--- src/core/cbfc_pkg.sv ---
// package: constants and types for the conditional branch / flag clear unit
package cbfc_pkg;

  // ----------------------------------------------------------------
  // instruction encodings
  // ----------------------------------------------------------------
  localparam logic [7:0]  OP_BRANCH_ON_FLAG_SET   = 8'h89;  // upper byte
  localparam logic [7:0]  OP_DELAYED_BRANCH_SET   = 8'h8d;  // upper byte
  localparam logic [3:0]  OP_CALL_HI_NIBBLE       = 4'h0;   // bits 15:12
  localparam logic [7:0]  OP_CALL_LO_BYTE         = 8'h03;  // bits 7:0
  localparam logic [15:0] OP_ACCUMULATOR_ZERO     = 16'h0028;
  localparam logic [15:0] OP_CLAMP_BIT_ZERO       = 16'h0048;
  localparam logic [15:0] OP_COMPARE_BIT_ZERO     = 16'h0008;

  // ----------------------------------------------------------------
  // address arithmetic
  // ----------------------------------------------------------------
  localparam logic [31:0] PC_STEP                 = 32'h0000_0002;
  localparam logic [31:0] PC_BASE_OFFSET          = 32'h0000_0004;

  // ----------------------------------------------------------------
  // register map (byte offsets) and layout
  // ----------------------------------------------------------------
  localparam logic [4:0]  REG_STATUS              = 5'h00;
  localparam logic [4:0]  REG_MASK                = 5'h04;
  localparam logic [4:0]  REG_STATE               = 5'h08;
  localparam logic [4:0]  REG_PC                  = 5'h0c;
  localparam logic [4:0]  REG_RETURN_ADDR         = 5'h10;
  localparam int          EV_ILLEGAL_SLOT         = 0;
  localparam int          EV_BRANCH_TAKEN         = 1;
  localparam int          EV_CALL                 = 2;
  localparam int          EV_COUNT                = 3;

  // ----------------------------------------------------------------
  // reset values
  // ----------------------------------------------------------------
  localparam logic [31:0] PC_RESET                = 32'h0000_0000;
  localparam logic [2:0]  MASK_RESET              = 3'h0;

  // ----------------------------------------------------------------
  // sequencing states
  // ----------------------------------------------------------------
  typedef enum logic [2:0] {
    CBFC_RUN      = 3'b000,  // accepting any instruction
    CBFC_BR_WAIT2 = 3'b001,  // first refill cycle of a taken branch
    CBFC_BR_WAIT1 = 3'b010,  // second refill cycle of a taken branch
    CBFC_DL_WAIT  = 3'b011,  // extra cycle of a delayed branch
    CBFC_SLOT     = 3'b100   // waiting for the delay-slot instruction
  } cbfc_state_t;

endpackage : cbfc_pkg

--- src/core/cbfc_exec.sv ---
// module: decode and execute of the branch, call and clear instruction group
//
// How it works
// - call saves next-after-slot, adds operand register
// - delayed branch redirects only after slot completes
// - target captured before slot can change register
// - flag-set branch tests flag, else sequential
// - displacement sign-extended and doubled
// - branch target is own address plus four plus displacement
// - flag-set branch takes three or one cycles
// - flag-set branch in slot is illegal
// - delayed flag branch executes slot, two cycles
// - taken delayed branch blocks interrupts until slot
// - branch in taken delayed slot is illegal
// - untaken delayed branch acts as no-op
// - accumulator clear zeroes both halves, one cycle
// - clamp clear zeroes saturation bit, one cycle
// - compare clear zeroes condition flag, one cycle
// - call blocks interrupts, branch in slot illegal
//
// Chosen here: the address-and-strobe port and the register addresses.
module cbfc_exec (
  input  wire logic        core_clk,        // core clock, 20 MHz
  input  wire logic        sys_rst,         // synchronous reset, high
  // instruction issue
  input  wire logic        instr_valid,     // instruction presented at pc
  input  wire logic [15:0] instr,           // instruction word
  input  wire logic [31:0] operand_reg,     // value of the named register
  input  wire logic        ext_branch,      // word is a branch decoded elsewhere
  input  wire logic        ext_redirect,    // pc load from outside
  input  wire logic [31:0] ext_target,      // address for ext_redirect
  input  wire logic        flag_wr,         // flag update from other logic
  input  wire logic        flag_wr_val,     // value for flag_wr
  input  wire logic        sat_wr,          // saturation update from outside
  input  wire logic        sat_wr_val,      // value for sat_wr
  output logic             instr_ready_q,   // instruction is taken this cycle
  output logic [31:0]      pc_q,            // address of next instruction
  output logic [31:0]      return_addr_q,   // subroutine return address
  output logic [31:0]      accum_high_q,    // accumulator high half
  output logic [31:0]      accum_low_q,     // accumulator low half
  output logic             flag_q,          // condition flag
  output logic             sat_q,           // saturation bit
  output logic             int_block_q,     // interrupts must not be taken
  output logic             illegal_slot_q,  // one-cycle illegal slot pulse
  // register port
  input  wire logic [4:0]  reg_addr,        // byte address
  input  wire logic [31:0] reg_wdata,       // write data
  input  wire logic        reg_wr,          // write strobe
  input  wire logic        reg_rd,          // read strobe
  output logic [31:0]      reg_rdata_q,     // read data, one cycle later
  output logic             irq_q            // level interrupt
);

  // ----------------------------------------------------------------
  // state
  // ----------------------------------------------------------------
  cbfc_pkg::cbfc_state_t state_q;          // sequencing state
  cbfc_pkg::cbfc_state_t state_d;          // next sequencing state
  logic [31:0]           target_q;         // captured delayed target
  logic [cbfc_pkg::EV_COUNT-1:0] status_q; // sticky event bits
  logic [cbfc_pkg::EV_COUNT-1:0] mask_q;   // interrupt enables

  // ----------------------------------------------------------------
  // decode
  // ----------------------------------------------------------------
  wire dec_bt     = instr[15:8] == cbfc_pkg::OP_BRANCH_ON_FLAG_SET;
  wire dec_bts    = instr[15:8] == cbfc_pkg::OP_DELAYED_BRANCH_SET;
  wire dec_call   = (instr[15:12] == cbfc_pkg::OP_CALL_HI_NIBBLE) &&
                    (instr[7:0] == cbfc_pkg::OP_CALL_LO_BYTE);
  wire dec_accz   = instr == cbfc_pkg::OP_ACCUMULATOR_ZERO;
  wire dec_clampz = instr == cbfc_pkg::OP_CLAMP_BIT_ZERO;
  wire dec_cmpz   = instr == cbfc_pkg::OP_COMPARE_BIT_ZERO;
  wire is_branch  = dec_bt | dec_bts | dec_call | ext_branch;

  // ----------------------------------------------------------------
  // issue qualification
  // ----------------------------------------------------------------
  wire issue      = instr_valid & instr_ready_q;
  wire in_run     = state_q == cbfc_pkg::CBFC_RUN;
  wire in_slot    = state_q == cbfc_pkg::CBFC_SLOT;
  wire run_exec   = issue & in_run & ~ext_redirect;
  wire slot_exec  = issue & in_slot & ~is_branch & ~ext_redirect;
  // illegal slot: any branch in a delay slot
  // slot branch check
  wire slot_bad   = issue & in_slot & is_branch & ~ext_redirect;
  wire exec_ok    = run_exec | slot_exec;

  // ----------------------------------------------------------------
  // branch decisions
  // ----------------------------------------------------------------
  // flag test
  wire bt_go      = run_exec & dec_bt & flag_q;
  wire bts_go     = run_exec & dec_bts & flag_q;
  wire call_go    = run_exec & dec_call;
  wire dly_go     = bts_go | call_go;

  // ----------------------------------------------------------------
  // address arithmetic
  // ----------------------------------------------------------------
  // sign extend and double
  wire [31:0] disp_ext  = {{23{instr[7]}}, instr[7:0], 1'b0};
  // base is own address plus four
  wire [31:0] pc_base   = pc_q + cbfc_pkg::PC_BASE_OFFSET;
  wire [31:0] pc_seq    = pc_q + cbfc_pkg::PC_STEP;
  wire [31:0] disp_tgt  = pc_base + disp_ext;
  wire [31:0] call_tgt  = pc_base + operand_reg;

  // ----------------------------------------------------------------
  // next program counter
  // ----------------------------------------------------------------
  // delayed target taken only when the slot completes
  wire [31:0] pc_d = ext_redirect ? ext_target :
                     slot_exec    ? target_q   :
                     bt_go        ? disp_tgt   :
                     run_exec     ? pc_seq     :
                                    pc_q;

  wire [31:0] target_d = call_go ? call_tgt :
                         bts_go  ? disp_tgt :
                                   target_q;

  // return address is after the slot
  wire [31:0] return_addr_d = call_go ? pc_base : return_addr_q;

  // ----------------------------------------------------------------
  // architectural bits
  // ----------------------------------------------------------------
  // flag clear wins over other writes
  wire flag_d = (exec_ok & dec_cmpz) ? 1'b0 :
                flag_wr              ? flag_wr_val :
                                       flag_q;
  wire sat_d  = (exec_ok & dec_clampz) ? 1'b0 :
                sat_wr                 ? sat_wr_val :
                                         sat_q;
  wire acc_clr = exec_ok & dec_accz;

  // ----------------------------------------------------------------
  // sequencing
  // ----------------------------------------------------------------
  // next state decision
  always_comb begin
    state_d = state_q;
    if (ext_redirect) begin
      state_d = cbfc_pkg::CBFC_RUN;
    end else begin
      case (state_q)
        cbfc_pkg::CBFC_RUN: begin
          if (bt_go) begin
            state_d = cbfc_pkg::CBFC_BR_WAIT2;
          end else if (dly_go) begin
            state_d = cbfc_pkg::CBFC_DL_WAIT;
          end
        end
        cbfc_pkg::CBFC_BR_WAIT2: begin
          state_d = cbfc_pkg::CBFC_BR_WAIT1;
        end
        cbfc_pkg::CBFC_BR_WAIT1: begin
          state_d = cbfc_pkg::CBFC_RUN;
        end
        cbfc_pkg::CBFC_DL_WAIT: begin
          state_d = cbfc_pkg::CBFC_SLOT;
        end
        cbfc_pkg::CBFC_SLOT: begin
          // slot completes or is refused
          if (issue) begin
            state_d = cbfc_pkg::CBFC_RUN;
          end
        end
        default: begin
          state_d = cbfc_pkg::CBFC_RUN;
        end
      endcase
    end
  end

  wire ready_d = (state_d == cbfc_pkg::CBFC_RUN) ||
                 (state_d == cbfc_pkg::CBFC_SLOT);
  wire int_block_d = (state_d == cbfc_pkg::CBFC_DL_WAIT) ||
                     (state_d == cbfc_pkg::CBFC_SLOT);

  // state and handshake registers
  always_ff @(posedge core_clk) begin
    if (sys_rst) begin
      state_q       <= cbfc_pkg::CBFC_RUN;
      instr_ready_q <= 1'b1;
      int_block_q   <= 1'b0;
    end else begin
      state_q       <= state_d;
      instr_ready_q <= ready_d;
      int_block_q   <= int_block_d;
    end
  end

  // program counter and addresses
  always_ff @(posedge core_clk) begin
    if (sys_rst) begin
      pc_q          <= cbfc_pkg::PC_RESET;
      target_q      <= cbfc_pkg::PC_RESET;
      return_addr_q <= cbfc_pkg::PC_RESET;
    end else begin
      pc_q          <= pc_d;
      target_q      <= target_d;
      return_addr_q <= return_addr_d;
    end
  end

  // flag, saturation bit, accumulator, illegal slot pulse
  always_ff @(posedge core_clk) begin
    if (sys_rst) begin
      flag_q         <= 1'b0;
      sat_q          <= 1'b0;
      accum_high_q   <= 32'h0000_0000;
      accum_low_q    <= 32'h0000_0000;
      illegal_slot_q <= 1'b0;
    end else begin
      flag_q         <= flag_d;
      sat_q          <= sat_d;
      illegal_slot_q <= slot_bad;
      if (acc_clr) begin
        accum_high_q <= 32'h0000_0000;
        accum_low_q  <= 32'h0000_0000;
      end
    end
  end

  // ----------------------------------------------------------------
  // register port and interrupt
  // ----------------------------------------------------------------
  wire [cbfc_pkg::EV_COUNT-1:0] ev_set;  // events this cycle
  assign ev_set[cbfc_pkg::EV_ILLEGAL_SLOT] = slot_bad;
  assign ev_set[cbfc_pkg::EV_BRANCH_TAKEN] = bt_go | bts_go;
  assign ev_set[cbfc_pkg::EV_CALL]         = call_go;

  wire rd_status = reg_rd && (reg_addr == cbfc_pkg::REG_STATUS);
  wire wr_mask   = reg_wr && (reg_addr == cbfc_pkg::REG_MASK);
  // set wins over the read clear
  wire [cbfc_pkg::EV_COUNT-1:0] status_d =
    (rd_status ? '0 : status_q) | ev_set;
  wire [cbfc_pkg::EV_COUNT-1:0] mask_d =
    wr_mask ? reg_wdata[cbfc_pkg::EV_COUNT-1:0] : mask_q;

  // read multiplexer, unmapped reads give zero
  wire [31:0] state_word = {27'h0000000, int_block_q, in_slot,
                            sat_q, flag_q, instr_ready_q};
  wire [31:0] rd_mux =
    (reg_addr == cbfc_pkg::REG_STATUS)      ? {29'h0, status_q} :
    (reg_addr == cbfc_pkg::REG_MASK)        ? {29'h0, mask_q}   :
    (reg_addr == cbfc_pkg::REG_STATE)       ? state_word        :
    (reg_addr == cbfc_pkg::REG_PC)          ? pc_q              :
    (reg_addr == cbfc_pkg::REG_RETURN_ADDR) ? return_addr_q     :
                                              32'h0000_0000;

  // status, mask, read data, interrupt
  always_ff @(posedge core_clk) begin
    if (sys_rst) begin
      status_q    <= '0;
      mask_q      <= cbfc_pkg::MASK_RESET;
      reg_rdata_q <= 32'h0000_0000;
      irq_q       <= 1'b0;
    end else begin
      status_q    <= status_d;
      mask_q      <= mask_d;
      reg_rdata_q <= reg_rd ? rd_mux : 32'h0000_0000;
      irq_q       <= |(status_d & mask_d);
    end
  end

  // ----------------------------------------------------------------
  // assertions
  // ----------------------------------------------------------------
  // return address and call target
  property p_call_addr;
    @(posedge core_clk) disable iff (sys_rst)
      call_go |=> (return_addr_q == $past(pc_q) + 32'h0000_0004) &&
                  (target_q == $past(pc_q) + 32'h0000_0004 +
                               $past(operand_reg));
  endproperty
  a_call_addr: assert property (p_call_addr) else $error("call addr");

  property p_slot_redirect;
    @(posedge core_clk) disable iff (sys_rst)
      slot_exec |=> pc_q == $past(target_q);
  endproperty
  a_slot_redirect: assert property (p_slot_redirect)
    else $error("slot redirect");

  property p_target_hold;
    @(posedge core_clk) disable iff (sys_rst)
      (in_slot && !issue) |=> $stable(target_q);
  endproperty
  a_target_hold: assert property (p_target_hold)
    else $error("target moved");

  property p_bt_fall;
    @(posedge core_clk) disable iff (sys_rst)
      (run_exec && dec_bt && !flag_q) |=>
        (pc_q == $past(pc_q) + 32'h0000_0002) && instr_ready_q;
  endproperty
  a_bt_fall: assert property (p_bt_fall) else $error("bt fall");

  property p_bt_target;
    @(posedge core_clk) disable iff (sys_rst)
      bt_go |=> pc_q == $past(pc_q) + 32'h0000_0004 +
                {{23{$past(instr[7])}}, $past(instr[7:0]), 1'b0};
  endproperty
  a_bt_target: assert property (p_bt_target) else $error("bt target");

  property p_bt_cycles;
    @(posedge core_clk) disable iff (sys_rst || ext_redirect)
      bt_go |=> !instr_ready_q ##1 !instr_ready_q ##1 instr_ready_q;
  endproperty
  a_bt_cycles: assert property (p_bt_cycles) else $error("bt cycles");

  property p_slot_illegal;
    @(posedge core_clk) disable iff (sys_rst)
      (issue && in_slot && is_branch && !ext_redirect) |=>
        illegal_slot_q && $stable(pc_q) && in_run;
  endproperty
  a_slot_illegal: assert property (p_slot_illegal)
    else $error("illegal slot missed");

  property p_bts_seq;
    @(posedge core_clk) disable iff (sys_rst || ext_redirect)
      bts_go |=> (!instr_ready_q && int_block_q)
                 ##1 (instr_ready_q && int_block_q && in_slot);
  endproperty
  a_bts_seq: assert property (p_bts_seq) else $error("bts seq");

  property p_bts_nop;
    @(posedge core_clk) disable iff (sys_rst)
      (run_exec && dec_bts && !flag_q) |=>
        instr_ready_q && !int_block_q && in_run;
  endproperty
  a_bts_nop: assert property (p_bts_nop) else $error("bts nop");

  property p_acc_clear;
    @(posedge core_clk) disable iff (sys_rst)
      (acc_clr && !flag_wr) |=> accum_high_q == 32'h0000_0000 &&
                                accum_low_q == 32'h0000_0000 &&
                                $stable(flag_q);
  endproperty
  a_acc_clear: assert property (p_acc_clear) else $error("acc clear");

  property p_bit_clear;
    @(posedge core_clk) disable iff (sys_rst)
      exec_ok |=> (!$past(dec_clampz) || !sat_q) &&
                  (!$past(dec_cmpz) || !flag_q);
  endproperty
  a_bit_clear: assert property (p_bit_clear) else $error("bit clear");

  property p_call_block;
    @(posedge core_clk) disable iff (sys_rst || ext_redirect)
      call_go |=> int_block_q ##1 int_block_q;
  endproperty
  a_call_block: assert property (p_call_block)
    else $error("call block");

endmodule : cbfc_exec

--- config.mk ---
export PLATFORM = sky130hd
export DESIGN_NAME = cbfc_exec
export DESIGN_NICKNAME = d
export VERILOG_FILES = /design/src/core/cbfc_pkg.sv /design/src/core/cbfc_exec.sv
export SDC_FILE = /design/constraint.sdc
export NUM_CORES = 1
export LEC_CHECK = 0
export BUFFER_PORTS_ARGS = -buffer_cell sky130_fd_sc_hd__buf_2
export CAP_MARGIN = 0
export CORE_ASPECT_RATIO = 1.4
export CORE_UTILIZATION = 32
export DETAILED_ROUTE_END_ITERATION = 8
export PLACE_DENSITY = 0.57
export SLEW_MARGIN = 20
export SYNTH_ARGS = -nofsm -noshare
export SYNTH_HDL_FRONTEND = slang
export SYNTH_SLANG_ARGS = --single-unit
--- constraint.sdc ---
create_clock -name core_clk -period 4.45 [get_ports core_clk]
set_input_delay 0.445 -clock core_clk [delete_from_list [all_inputs] [get_ports core_clk]]
set_output_delay 0.445 -clock core_clk [all_outputs]
set_load 0.03 [all_outputs]
# After elaboration in Yosys (flattened, before gate mapping)
# Cells that the tools add are included.
# word_totals
output_inout_bits	166
elab_cells	94
register_bits	143
in_bits	128
# op_classes
bitwise	26
reduce_logical	17
add_sub_neg	4
eq_ne	14
mux	18
# op_table
op	n
$mux W32	8
$add A32 B32 Y32	2
$add A32 B2 Y32 const B	1
$add A32 B3 Y32 const B	1
$mux W3	8
$eq A16 B4 Y1 const B	1
$eq A16 B7 Y1 const B	1
$eq A8 B8 Y1 const B	2
$and A1 B1 Y1	15
$pmux W3 S4	1
$eq A5 B4 Y1 const B	2
$eq A8 B2 Y1 const B	1
$eq A3 B2 Y1 const B	2
$eq A3 B3 Y1 const B	2
$logic_not A3 Y1	2
$or A1 B1 Y1	6
$reduce_or A2 Y1	3
$eq A5 B3 Y1 const B	1
$eq A5 B5 Y1 const B	1
$logic_not A5 Y1	1
$mux W5	1
$reduce_or A5 Y1	1
$logic_not A4 Y1	1
$reduce_bool A4 Y1	1
9 further kinds	14

# Longest topological paths before layout
# Gate-level depths: netlist of the first run.
# logic_depth
ltp_word	12
ltp_mapped	18
ltp_nobuf	16

# Worst setup path after synthesis of the first run
# OpenSTA, ideal clock, no wires.
# synth_path
kind	register to register
start	register pc_q[2]
end	register target_q[31]
path_stages_with_launch	17
setup_slack_ns	0.237
setup_ns	0.119
synth_period_minus_slack_ns	4.213
required_ns	4.331
n_path_buf	0
arrival_time_ns	4.094
cell_sequence	dfxtp_1 ha_1 nand3_1 nor3_1 and3_1 nand2_1 xnor2_1 ha_1 nand4_1 or3_1 a2111oi_0 nor2_1 a311oi_2 a221oi_1 o21ai_1 xnor2_1 o221a_2
# synth_between
elab_chain_len	4
word_cells_on_any_way	5
cone_classes	add/sub: 3; mux: 2
# synth_lines
element	line_no	source
start, declared	cbfc_exec.sv:37	output logic [31:0] pc_q,
start signal, assigned	cbfc_exec.sv:197	pc_q <= cbfc_pkg::PC_RESET;
start signal, assigned	cbfc_exec.sv:201	pc_q <= pc_d;
$add A32 B3 Y32 (*)	cbfc_exec.sv:103	wire [31:0] pc_base = pc_q + cbfc_pkg::PC_BASE_OFFSET;
named net pc_base[16]	cbfc_exec.sv:103	
$add A32 B32 Y32	cbfc_exec.sv:105	wire [31:0] disp_tgt = pc_base + disp_ext;
$mux W32	cbfc_exec.sv:119	bts_go ? disp_tgt :
$mux W32 (*)	cbfc_exec.sv:118	wire [31:0] target_d = call_go ? call_tgt :
end signal, assigned	cbfc_exec.sv:198	target_q <= cbfc_pkg::PC_RESET;
end signal, assigned	cbfc_exec.sv:202	target_q <= target_d;
end, declared	cbfc_exec.sv:59	logic [31:0] target_q;
# The timed path passes the listed nets; every way through them passes the cells marked *. The select of a mux whose other input is x is not followed.
# A chain may end at the register's enable or synchronous reset.

# Final worst setup path of the first run
# layout_path
start	register pc_q[10]
end	register target_q[31]
# Same word-level chain as after synthesis.

==> results of run 1 <==
==> routing by layer <==
metal / vias to the layer above / global-route usage, %
met5: - / 0
met4: 0 / 11.7
met3: 80 / 3.31
met2: 441 / 37.0
met1: 5312 / 27.2
li1: 5676 / -
==> repair_timing <==
| item | in CTS | in global routing |
|---|---|---|
| endpoints found under the hold margin | 0 | 0 |
| hold buffers | 0 | 0 |
| buffers inserted | 0 | 0 |
| endpoints found under the setup margin | 0 | 5 |
| resized for setup | 0 | 5 |
==> metrics by stage <==
step | power (mW) | area, sq um | util (%)
after floorplan | 2.13 | 11400 | -
after global placement | 2.43 | 12800 | 37.4
after detailed placement | 2.43 | 12800 | 37.4
after CTS | 3.95 | 13400 | 39.2
after global routing | 4.13 | 13500 | 39.3
final | 3.95 | 13500 | 39.3
==> sequential cells by signal (all words and copies together), names as in the netlist <==
| register | count |
|---|---|
| return_addr_q | 32 |
| status_q | 3 |
| state_q | 3 |
| reg_rdata_q | 32 |
| irq_q | 1 |
| flag_q | 1 |
| illegal_slot_q | 1 |
| pc_q | 32 |
| target_q | 32 |
| int_block_q | 1 |
| sat_q | 1 |
| instr_ready_q | 1 |
| mask_q | 3 |
==> final cells by class <==
type / count / area, sq um
multi-input combinational: 1223 / 7590
clock inverter: 12 / 165
clock buffer: 20 / 457
inverter: 26 / 97.6
timing repair buffer: 297 / 1730
fill: 3648 / 20800
sequential: 143 / 2860
tap: 451 / 564
==> synthesized netlist by cell type, types with 12 or more instances <==
| cell | instances |
|---|---|
| nand3_1 | 38 |
| buf_2 | 14 |
| nand4_1 | 19 |
| xor2_1 | 44 |
| o211ai_1 | 13 |
| nand2_1 | 158 |
| inv_1 | 26 |
| a22oi_1 | 42 |
| a21o_1 | 37 |
| a211oi_1 | 31 |
| nor2_1 | 196 |
| dfxtp_1 | 143 |
| clkbuf_1 | 71 |
| a21oi_1 | 124 |
| ha_1 | 69 |
| a221oi_1 | 23 |
| xnor2_1 | 58 |
| nor3_1 | 58 |
| and3_1 | 12 |
| o21ai_0 | 55 |
| buf_4 | 70 |
==> path summary, 6_finish.rpt <==
kind / slack (ns) / depth (start not counted) / end
max: 0.28 / 13 / target_q[31]
max reg2reg: 0.28 / 13 / target_q[31]
min: 0.27 / 3 / pc_q[29]
min reg2reg: 0.46 / 2 / target_q[4]
==> worst reg2reg max path: cells and delay by family, from the launching register on <==
| kind | cells | cell delay (ns) |
|---|---|---|
| compound gates | 7 | 1.38 |
| simple gates | 3 | 1.30 |
| xor+xnor | 2 | 0.55 |
| flops | 1 | 0.47 |
| fa+ha+maj | 1 | 0.38 |
==> cells by family after synthesis <==
logic type	share of synthesized area, %
simple gates	23.4
compound gates	24.7
buf+inv	9.05
flops	25.6
xor+xnor	8.14
fa+ha+maj	8.09
mux	0.896
other cells	0.0336
==> report_power, final <==
| group | total [mW] | internal [mW] | switching, mW |
|---|---|---|---|
| Sequential | 1.33 | 1.30 | 0.0309 |
| Combinational | 1.09 | 0.394 | 0.693 |
| Clock | 1.53 | 0.960 | 0.566 |
| Total | 3.95 | 2.66 | 1.29 |
==> run_results.csv, run 1 <==
group,metric,value,unit
die,dieArea,35700,sq um
timing,slew_headroom,30.7,%
place,placed_cells_incl_taps,2140,
setup_path,critPathRequiredTime,4.79,ns
timing,final_hold_viol_count,0,
route,detailroute.wirelength.met2,18600,um
yosys,yosys_warnings,0,
setup_path,crit_path_max_fanout,5,
clocking,tritoncts,"built",
timing,maxSlewViolCount,0,
flow_run,max-cap-violations,0,
yosys,synth.yosys.seq_area_share,25.6,%
yosys,netlist-cell-type-count,80,
die,die_h,223,um
setup_path,cp_num_buf_inv,0,
yosys,synth_top_area_cell,"dfxtp_1",
layout,fin_nets,1907,
clocking,cts.clk_slew.worst_paths,0.07,ns
timing,timing.final.crit_period,4.17,ns
pwr,power_leakage,6.00,nW
setup_path,rr_startpoint,"pc_q[10]",
place,portBuffers,200,
setup_path,setup.worst_path.start_class,"register",
route,dr_total_vias,11509,
yosys,ys_seq_elements,143,
layout,syn_to_final_growth,20.5,%
grt,pin_count_of_the_biggest_net_entering_global_routing,83,
grt,grt_pass1_vias,11036,
clocking,numClockSinks,143,
timing,final.hold.worst_slack,0.269,ns
grt,global_route.usage.total,22.1,%
layout,n_antenna_cell,0,
grt,grt_antenna_before_repair,0,
route,vias_per_cell,5.30,
place,place.detailed.hpwl,31600,um
route,routed_wirelength,39800,um
route,wirelength_met1,17000,um
route,drt_first_iter_violations,746,
min_path,hp-start,"ext_target[29]",
timing,setup_violations,0,
route,post-route-drc-count,0,
min_path,worstHoldPathType,"input port to register",
yosys,synth_top_cell_area_share,25.6,%
yosys,synth_edf_count,0,
timing,setup_total_negative_slack,0,ns
place,routabilityCongestion,0.891,
pwr,power_density,293,nW/um^2
route,routed_wire_length_per_instance,18.3,um
pwr,peakVddDrop,0.375,mV
timing,final.setup.worst_slack,0.276,ns
grt,grt_first_pass_wirelength,61000,um
route,detail-route-antenna-nets,0,
die,placementRows,80,
clocking,htree_levels,4,
route,met3RoutedLength,2420,um
setup_path,critical_path.endpoint_type,"register",
yosys,syn_area_per_cell,7.49,sq um
yosys,synthFlopType,"dfxtp_1",
run_status,outcome,"completed",
setup_path,startpoint,"pc_q[10]",
layout,layout.cells.most_common,"buf_2",
timing,timing.final.crit_share,93.8,%
clocking,clk_path_buf_depth,2,
yosys,synth_top_cells_by_area,"dfxtp_1 26%, ha_1 7.7%, nor2_1 6.6%, a21oi_1 5.6%, nand2_1 5.3%",
setup_path,cp_top_family,"compound AO/OA/AOI/OAI gates",
route,top_layer_used,"met4",
layout,post_route_cells_drive_above_1_share,21.3,%
grt,global_route_overflow,0,
timing,max_clock_freq,0.240,GHz
die,core_footprint,34200,sq um
yosys,syn_inst,1491,
yosys,ys_async_sr_fraction,0,%
die,design.portCount,294,
timing,rsz0062_at_grt,"false",
setup_path,worst_path_largest_cell_delay,0.59,ns
place,detailedPlace.worstSlack,0.202,ns
die,effective_utilization_at_floorplan,32.6,%
setup_path,crit_path_category,"register to register",
timing,fin_skew,0.0121,ns
yosys,post_synth_instance_area,11200,sq um
die,die_width,160,um
layout,post_layout_nonfiller_instances,2172,
layout,mostFrequentLayoutCells,"199 x buf_2, 196 x nor2_1, 158 x nand2_1, 143 x dfxtp_1, 124 x a21oi_1",
route,detail_route.first_pass.iterations,6,
clocking,insertion_delay,0.44,ns
setup_path,crit_chain,"nand4_4, or4_4, or4_4, xnor2_1, ha_1, a21o_1, a21oi_1, o21bai_1, a21o_1, a221oi_1, o21ai_1, xnor2_1, o221a_2",
setup_path,crit_arrival,4.51,ns
setup_path,critical-path-slowest-cell,"or4_4",
clocking,cts_buffers,17,
timing,max_slew.worst_pin.slew,1.03,ns
clocking,cts.root.buffer_cell,"clkbuf_16",
Note: power is estimated with default switching activity, not from simulation.
==> inputs of run 2 (changes only) <==
--- a/config.mk
+++ b/config.mk
@@ -7,10 +7,12 @@
 export LEC_CHECK = 0
 export BUFFER_PORTS_ARGS = -buffer_cell sky130_fd_sc_hd__buf_2
 export CAP_MARGIN = 0
+export CELL_PAD_IN_SITES_DETAIL_PLACEMENT = 0
+export CELL_PAD_IN_SITES_GLOBAL_PLACEMENT = 2
 export CORE_ASPECT_RATIO = 1.4
-export CORE_UTILIZATION = 32
+export CORE_UTILIZATION = 30
 export DETAILED_ROUTE_END_ITERATION = 8
-export PLACE_DENSITY = 0.57
+export PLACE_DENSITY_LB_ADDON = 0.1
 export SLEW_MARGIN = 20
 export SYNTH_ARGS = -nofsm -noshare
 export SYNTH_HDL_FRONTEND = slang
==> run_results.csv, run 2 (same netlist as run 1, synthesis figures left out) <==
group,metric,value,unit
timing,fin_skew,0.0125,ns
clocking,cts.clk_slew.worst_paths,0.07,ns
route,dr_total_vias,11518,
setup_path,cp_num_buf_inv,1,
flow_run,max-cap-violations,0,
clocking,cts.root.buffer_cell,"clkbuf_16",
grt,globalRoute.busiestLayer,"met2",
die,core_footprint,36700,sq um
clocking,tritoncts,"built",
route,drt_first_iter_violations,732,
grt,global_route.usage.total,23.6,%
route,detail_route.first_pass.iterations,5,
place,place.detailed.hpwl,35500,um
die,dieArea,38000,sq um
run_status,outcome,"completed",
grt,global_route_overflow,0,
timing,rsz0062_at_grt,"false",
clocking,clk_path_buf_depth,2,
timing,timing.final.crit_period,4.11,ns
setup_path,critical_path.endpoint_type,"register",
grt,pin_count_of_the_biggest_net_entering_global_routing,69,
die,placementRows,83,
setup_path,crit_chain,"nand2_2, or4_4, or4_4, nor3_4, xor2_1, buf_4, ha_1, and3_1, nor2b_2, a31o_2, a21oi_1, o21ai_1, xnor2_1, o221a_2",
setup_path,crit_arrival,4.45,ns
timing,max_clock_freq,0.243,GHz
grt,grt_util_met1,32.1,%
layout,post_layout_nonfiller_instances,2212,
setup_path,crit_path_category,"register to register",
pwr,peakVddDrop,0.270,mV
grt,grt_antenna_before_repair,0,
timing,final.hold.worst_slack,0.261,ns
timing,final_hold_viol_count,0,
grt,grt_pass1_vias,11192,
timing,maxSlewViolCount,0,
route,routed_wirelength,44500,um
timing,final.setup.worst_slack,0.342,ns
layout,fin_util,37.4,%
setup_path,path_common_cell,"or4_4",
timing,max_slew.worst_pin.slew,1.03,ns
route,post-route-drc-count,0,
setup_path,setup.worst_path.start_class,"register",
place,routabilityCongestion,0.845,
place,place_area,13000,sq um
pwr,power_density,297,nW/um^2
clocking,numClockSinks,143,
setup_path,critical-path-slowest-cell,"or4_4",
die,die_width,165,um
setup_path,cp_top_family,"simple AND/OR/NAND/NOR gates",
pwr,power_leakage,6.12,nW
clocking,cts_buffers,17,
min_path,worstHoldPathType,"input port to register",
place,detailedPlace.worstSlack,0.219,ns
layout,n_antenna_cell,0,
layout,fin_nets,1931,
pwr,total_power,4.08,mW
layout,layout.cells.most_common,"buf_2",
setup_path,crit_path_max_fanout,5,
layout,stdcell_area,13700,sq um
layout,syn_to_final_growth,22.8,%
setup_path,worst_path_largest_cell_delay,0.59,ns
timing,slew_headroom,30.9,%
clocking,insertion_delay,0.45,ns
timing,setup_violations,0,
grt,grt_util_met3,1.92,%
timing,setup_total_negative_slack,0,ns
route,routed_wire_length_per_instance,20.1,um
layout,post_route_cells_drive_above_1_share,22.5,%
grt,grt_first_pass_wirelength,67100,um
timing,timing.final.crit_share,92.3,%
setup_path,critPathRequiredTime,4.79,ns
die,effective_utilization_at_floorplan,30.5,%
clocking,htree_levels,4,
route,detail-route-antenna-nets,0,
route,vias_per_cell,5.21,
place,placed_cells_incl_taps,2180,
die,die_h,230,um
grt,use_met2,38.8,%
place,portBuffers,200,
die,design.portCount,294,
layout,mostFrequentLayoutCells,"199 x buf_2, 196 x nor2_1, 158 x nand2_1, 141 x dfxtp_1, 124 x a21oi_1",
## run 2: cell type report
class                   instances  area (sq um)
fillers                      4034         22900
multi-input cells            1223          7600
flip-flops and latches        143          2870
repair buffers                321          1940
well taps                     467           584
clock buffers                  21           460
clock inverters                11           179
inverters                      26          97.6
## run 2: timing repair
item                       CTS  global route
buffers inserted             0             0
resized for setup            0            13
setup endpoints to repair    0             6
hold buffers                 0             0
## run 2: report_power, final
group          internal, mW  switching, mW
Clock                 0.975          0.620
Combinational         0.417          0.731
Sequential             1.30         0.0331
## run 2: final timing paths
kind             startpoint            to  slack [ns]  cells past startpoint
min reg2reg     target_q[0]   target_q[0]        0.46                      2
max reg2reg         pc_q[8]  target_q[31]        0.34                     14
max                 pc_q[8]  target_q[31]        0.34                     14
min          ext_target[29]      pc_q[29]        0.26                      3
## run 2: per-layer routing
layer | part of all wire [%] | vias to the layer above
met4 | 2.1 | 0
li1 | - | 5737
met1 | 47 | 5420
met5 | 0 | -
met3 | 4.1 | 45
met2 | 47 | 316
## run 2: tightest hold or removal path, delay by kind of cell
| kind | cells | cell delay, ns |
|---|---|---|
| and+or+nand+nor | 1 | 0.05 |
| buffers and inverters | 1 | 0.10 |
| AOI/OAI and AO/OA | 1 | 0.06 |
==> inputs of run 3 (changes only) <==
--- a/config.mk
+++ b/config.mk
@@ -11,6 +11,7 @@
 export CELL_PAD_IN_SITES_GLOBAL_PLACEMENT = 2
 export CORE_ASPECT_RATIO = 1.4
 export CORE_UTILIZATION = 30
+export CTS_BUF_LIST = sky130_fd_sc_hd__clkbuf_16
 export DETAILED_ROUTE_END_ITERATION = 8
 export PLACE_DENSITY_LB_ADDON = 0.1
 export SLEW_MARGIN = 20
==> run_results.csv, run 3 (same netlist as run 1, synthesis figures left out) <==
group,metric,value,unit
clocking,postCtsResizedCells,0,
timing,max_slew.worst_pin.slew,1.03,ns
place,place_area,13000,sq um
clocking,post-cts-setup-buffers,0,
route,vias_per_cell,5.21,
grt,global_route.usage.total,23.6,%
timing,timing.final.crit_period,4.11,ns
die,design.portCount,294,
place,place.detailed.hpwl,35500,um
place,portBuffers,200,
setup_path,setup.worst_path.start_class,"register",
setup_path,crit_arrival,4.45,ns
timing,maxSlewViolCount,0,
clocking,cts.clk_slew.worst_paths,0.07,ns
timing,max_clock_freq,0.243,GHz
die,effective_utilization_at_floorplan,30.5,%
clocking,clk_path_buf_depth,2,
timing,final.hold.worst_slack,0.261,ns
die,placementRows,83,
place,routabilityCongestion,0.845,
route,post-route-drc-count,0,
die,die_h,230,um
route,dr_total_vias,11518,
clocking,insertion_delay,0.45,ns
layout,multi_input_comb_area,7600,sq um
grt,grt_pass1_vias,11195,
layout,fin_nets,1931,
flow_run,max-cap-violations,0,
run_status,outcome,"completed",
setup_path,critical_path.endpoint_type,"register",
layout,syn_to_final_growth,22.6,%
layout,post_route_cells_drive_above_1_share,22.4,%
clocking,htree_levels,4,
setup_path,crit_path_category,"register to register",
timing,timing.final.crit_share,92.3,%
clocking,numClockSinks,143,
timing,setup_total_negative_slack,0,ns
route,drt_first_iter_violations,728,
clocking,holdBufCountCts,0,
route,routed_wire_length_per_instance,20.1,um
setup_path,critPathRequiredTime,4.79,ns
timing,final_hold_viol_count,0,
timing,fin_skew,0.0125,ns
layout,stdcell_area,13700,sq um
die,dieArea,38000,sq um
layout,layout.cells.most_common,"buf_2",
min_path,worstHoldPathType,"input port to register",
pwr,peakVddDrop,0.269,mV
route,detail_route.first_pass.iterations,5,
layout,sequential_cell_area,2870,sq um
clocking,cts_buffers,17,
setup_path,crit_path_max_fanout,5,
timing,rsz0062_at_grt,"false",
grt,grt_antenna_before_repair,0,
layout,mostFrequentLayoutCells,"199 x buf_2, 196 x nor2_1, 158 x nand2_1, 141 x dfxtp_1, 124 x a21oi_1",
layout,filler_cell_count,4036,
timing,slew_headroom,30.9,%
die,core_footprint,36700,sq um
clocking,tritoncts,"built",
grt,global_route_overflow,0,
route,detail-route-antenna-nets,0,
grt,grt_first_pass_wirelength,67200,um
clocking,cts.root.buffer_cell,"clkbuf_16",
timing,setup_violations,0,
route,routed_wirelength,44500,um
pwr,power_density,295,nW/um^2
layout,n_antenna_cell,0,
pwr,power_leakage,6.12,nW
die,die_width,165,um
grt,pin_count_of_the_biggest_net_entering_global_routing,69,
-- run 3: cell types whose count changed in the layout (fill, tap and decap cells not counted) --
cell      change
clkbuf_1      -2
inv_1         +2
clkbuf_8      -2
clkinv_1      +2
-- run 3: metrics by stage --
| stage | power (mW) | setup WS, ns | utilization [%] | instances |
|---|---|---|---|---|
| final | 4.04 | 0.342 | 37.4 | 2212 |
| after global routing | 4.21 | 0.0208 | 37.4 | 2212 |
| after CTS | 4.05 | 0.197 | 37.2 | 2212 |
| after detailed placement | 2.49 | 0.219 | 35.6 | 2180 |
| after global placement | 2.49 | 0.247 | 35.6 | 2180 |
| after floorplan | 2.13 | 0.237 | - | 1554 |
-- run 3: area by class of cell --
class                           instances  area share, %
Multi-Input combinational cell       1223           55.5
Tap cell                              467           4.26
Timing Repair Buffer                  321           14.1
Clock inverter                         15           1.42
Inverter                               26          0.712
Clock buffer                           17           3.10
Sequential cell                       143           20.9
-- run 3: critical path, cell delays in order (launching register included) --
cell	delay [ns]
dfxtp_1	0.46
nand2_2	0.14
or4_4	0.58
or4_4	0.59
nor3_4	0.30
xor2_1	0.18
buf_4	0.16
ha_1	0.27
and3_1	0.24
nor2b_2	0.19
a31o_2	0.25
a21oi_1	0.14
o21ai_1	0.12
xnor2_1	0.15
o221a_2	0.24
-- run 3: layer usage --
metal / track usage, % / vias to the layer above / share of wire [%]
met5: 0 / - / 0
met4: 7.60 / 0 / 2.1
met3: 1.92 / 45 / 4.2
met2: 38.8 / 325 / 47
met1: 32.1 / 5411 / 47
li1: - / 5737 / -
-- run 3: final timing paths --
kind	start	end	slack, ns	cells after the start
max reg2reg	pc_q[8]	target_q[31]	0.34	14
min reg2reg	target_q[0]	target_q[0]	0.46	2
max	pc_q[8]	target_q[31]	0.34	14
min	ext_target[29]	pc_q[29]	0.26	3
-- run 3: report_power, final --
part           internal [mW]  switching (mW)
clock                  0.935           0.619
combinational          0.417           0.731
sequential              1.30          0.0331
total                   2.66            1.38
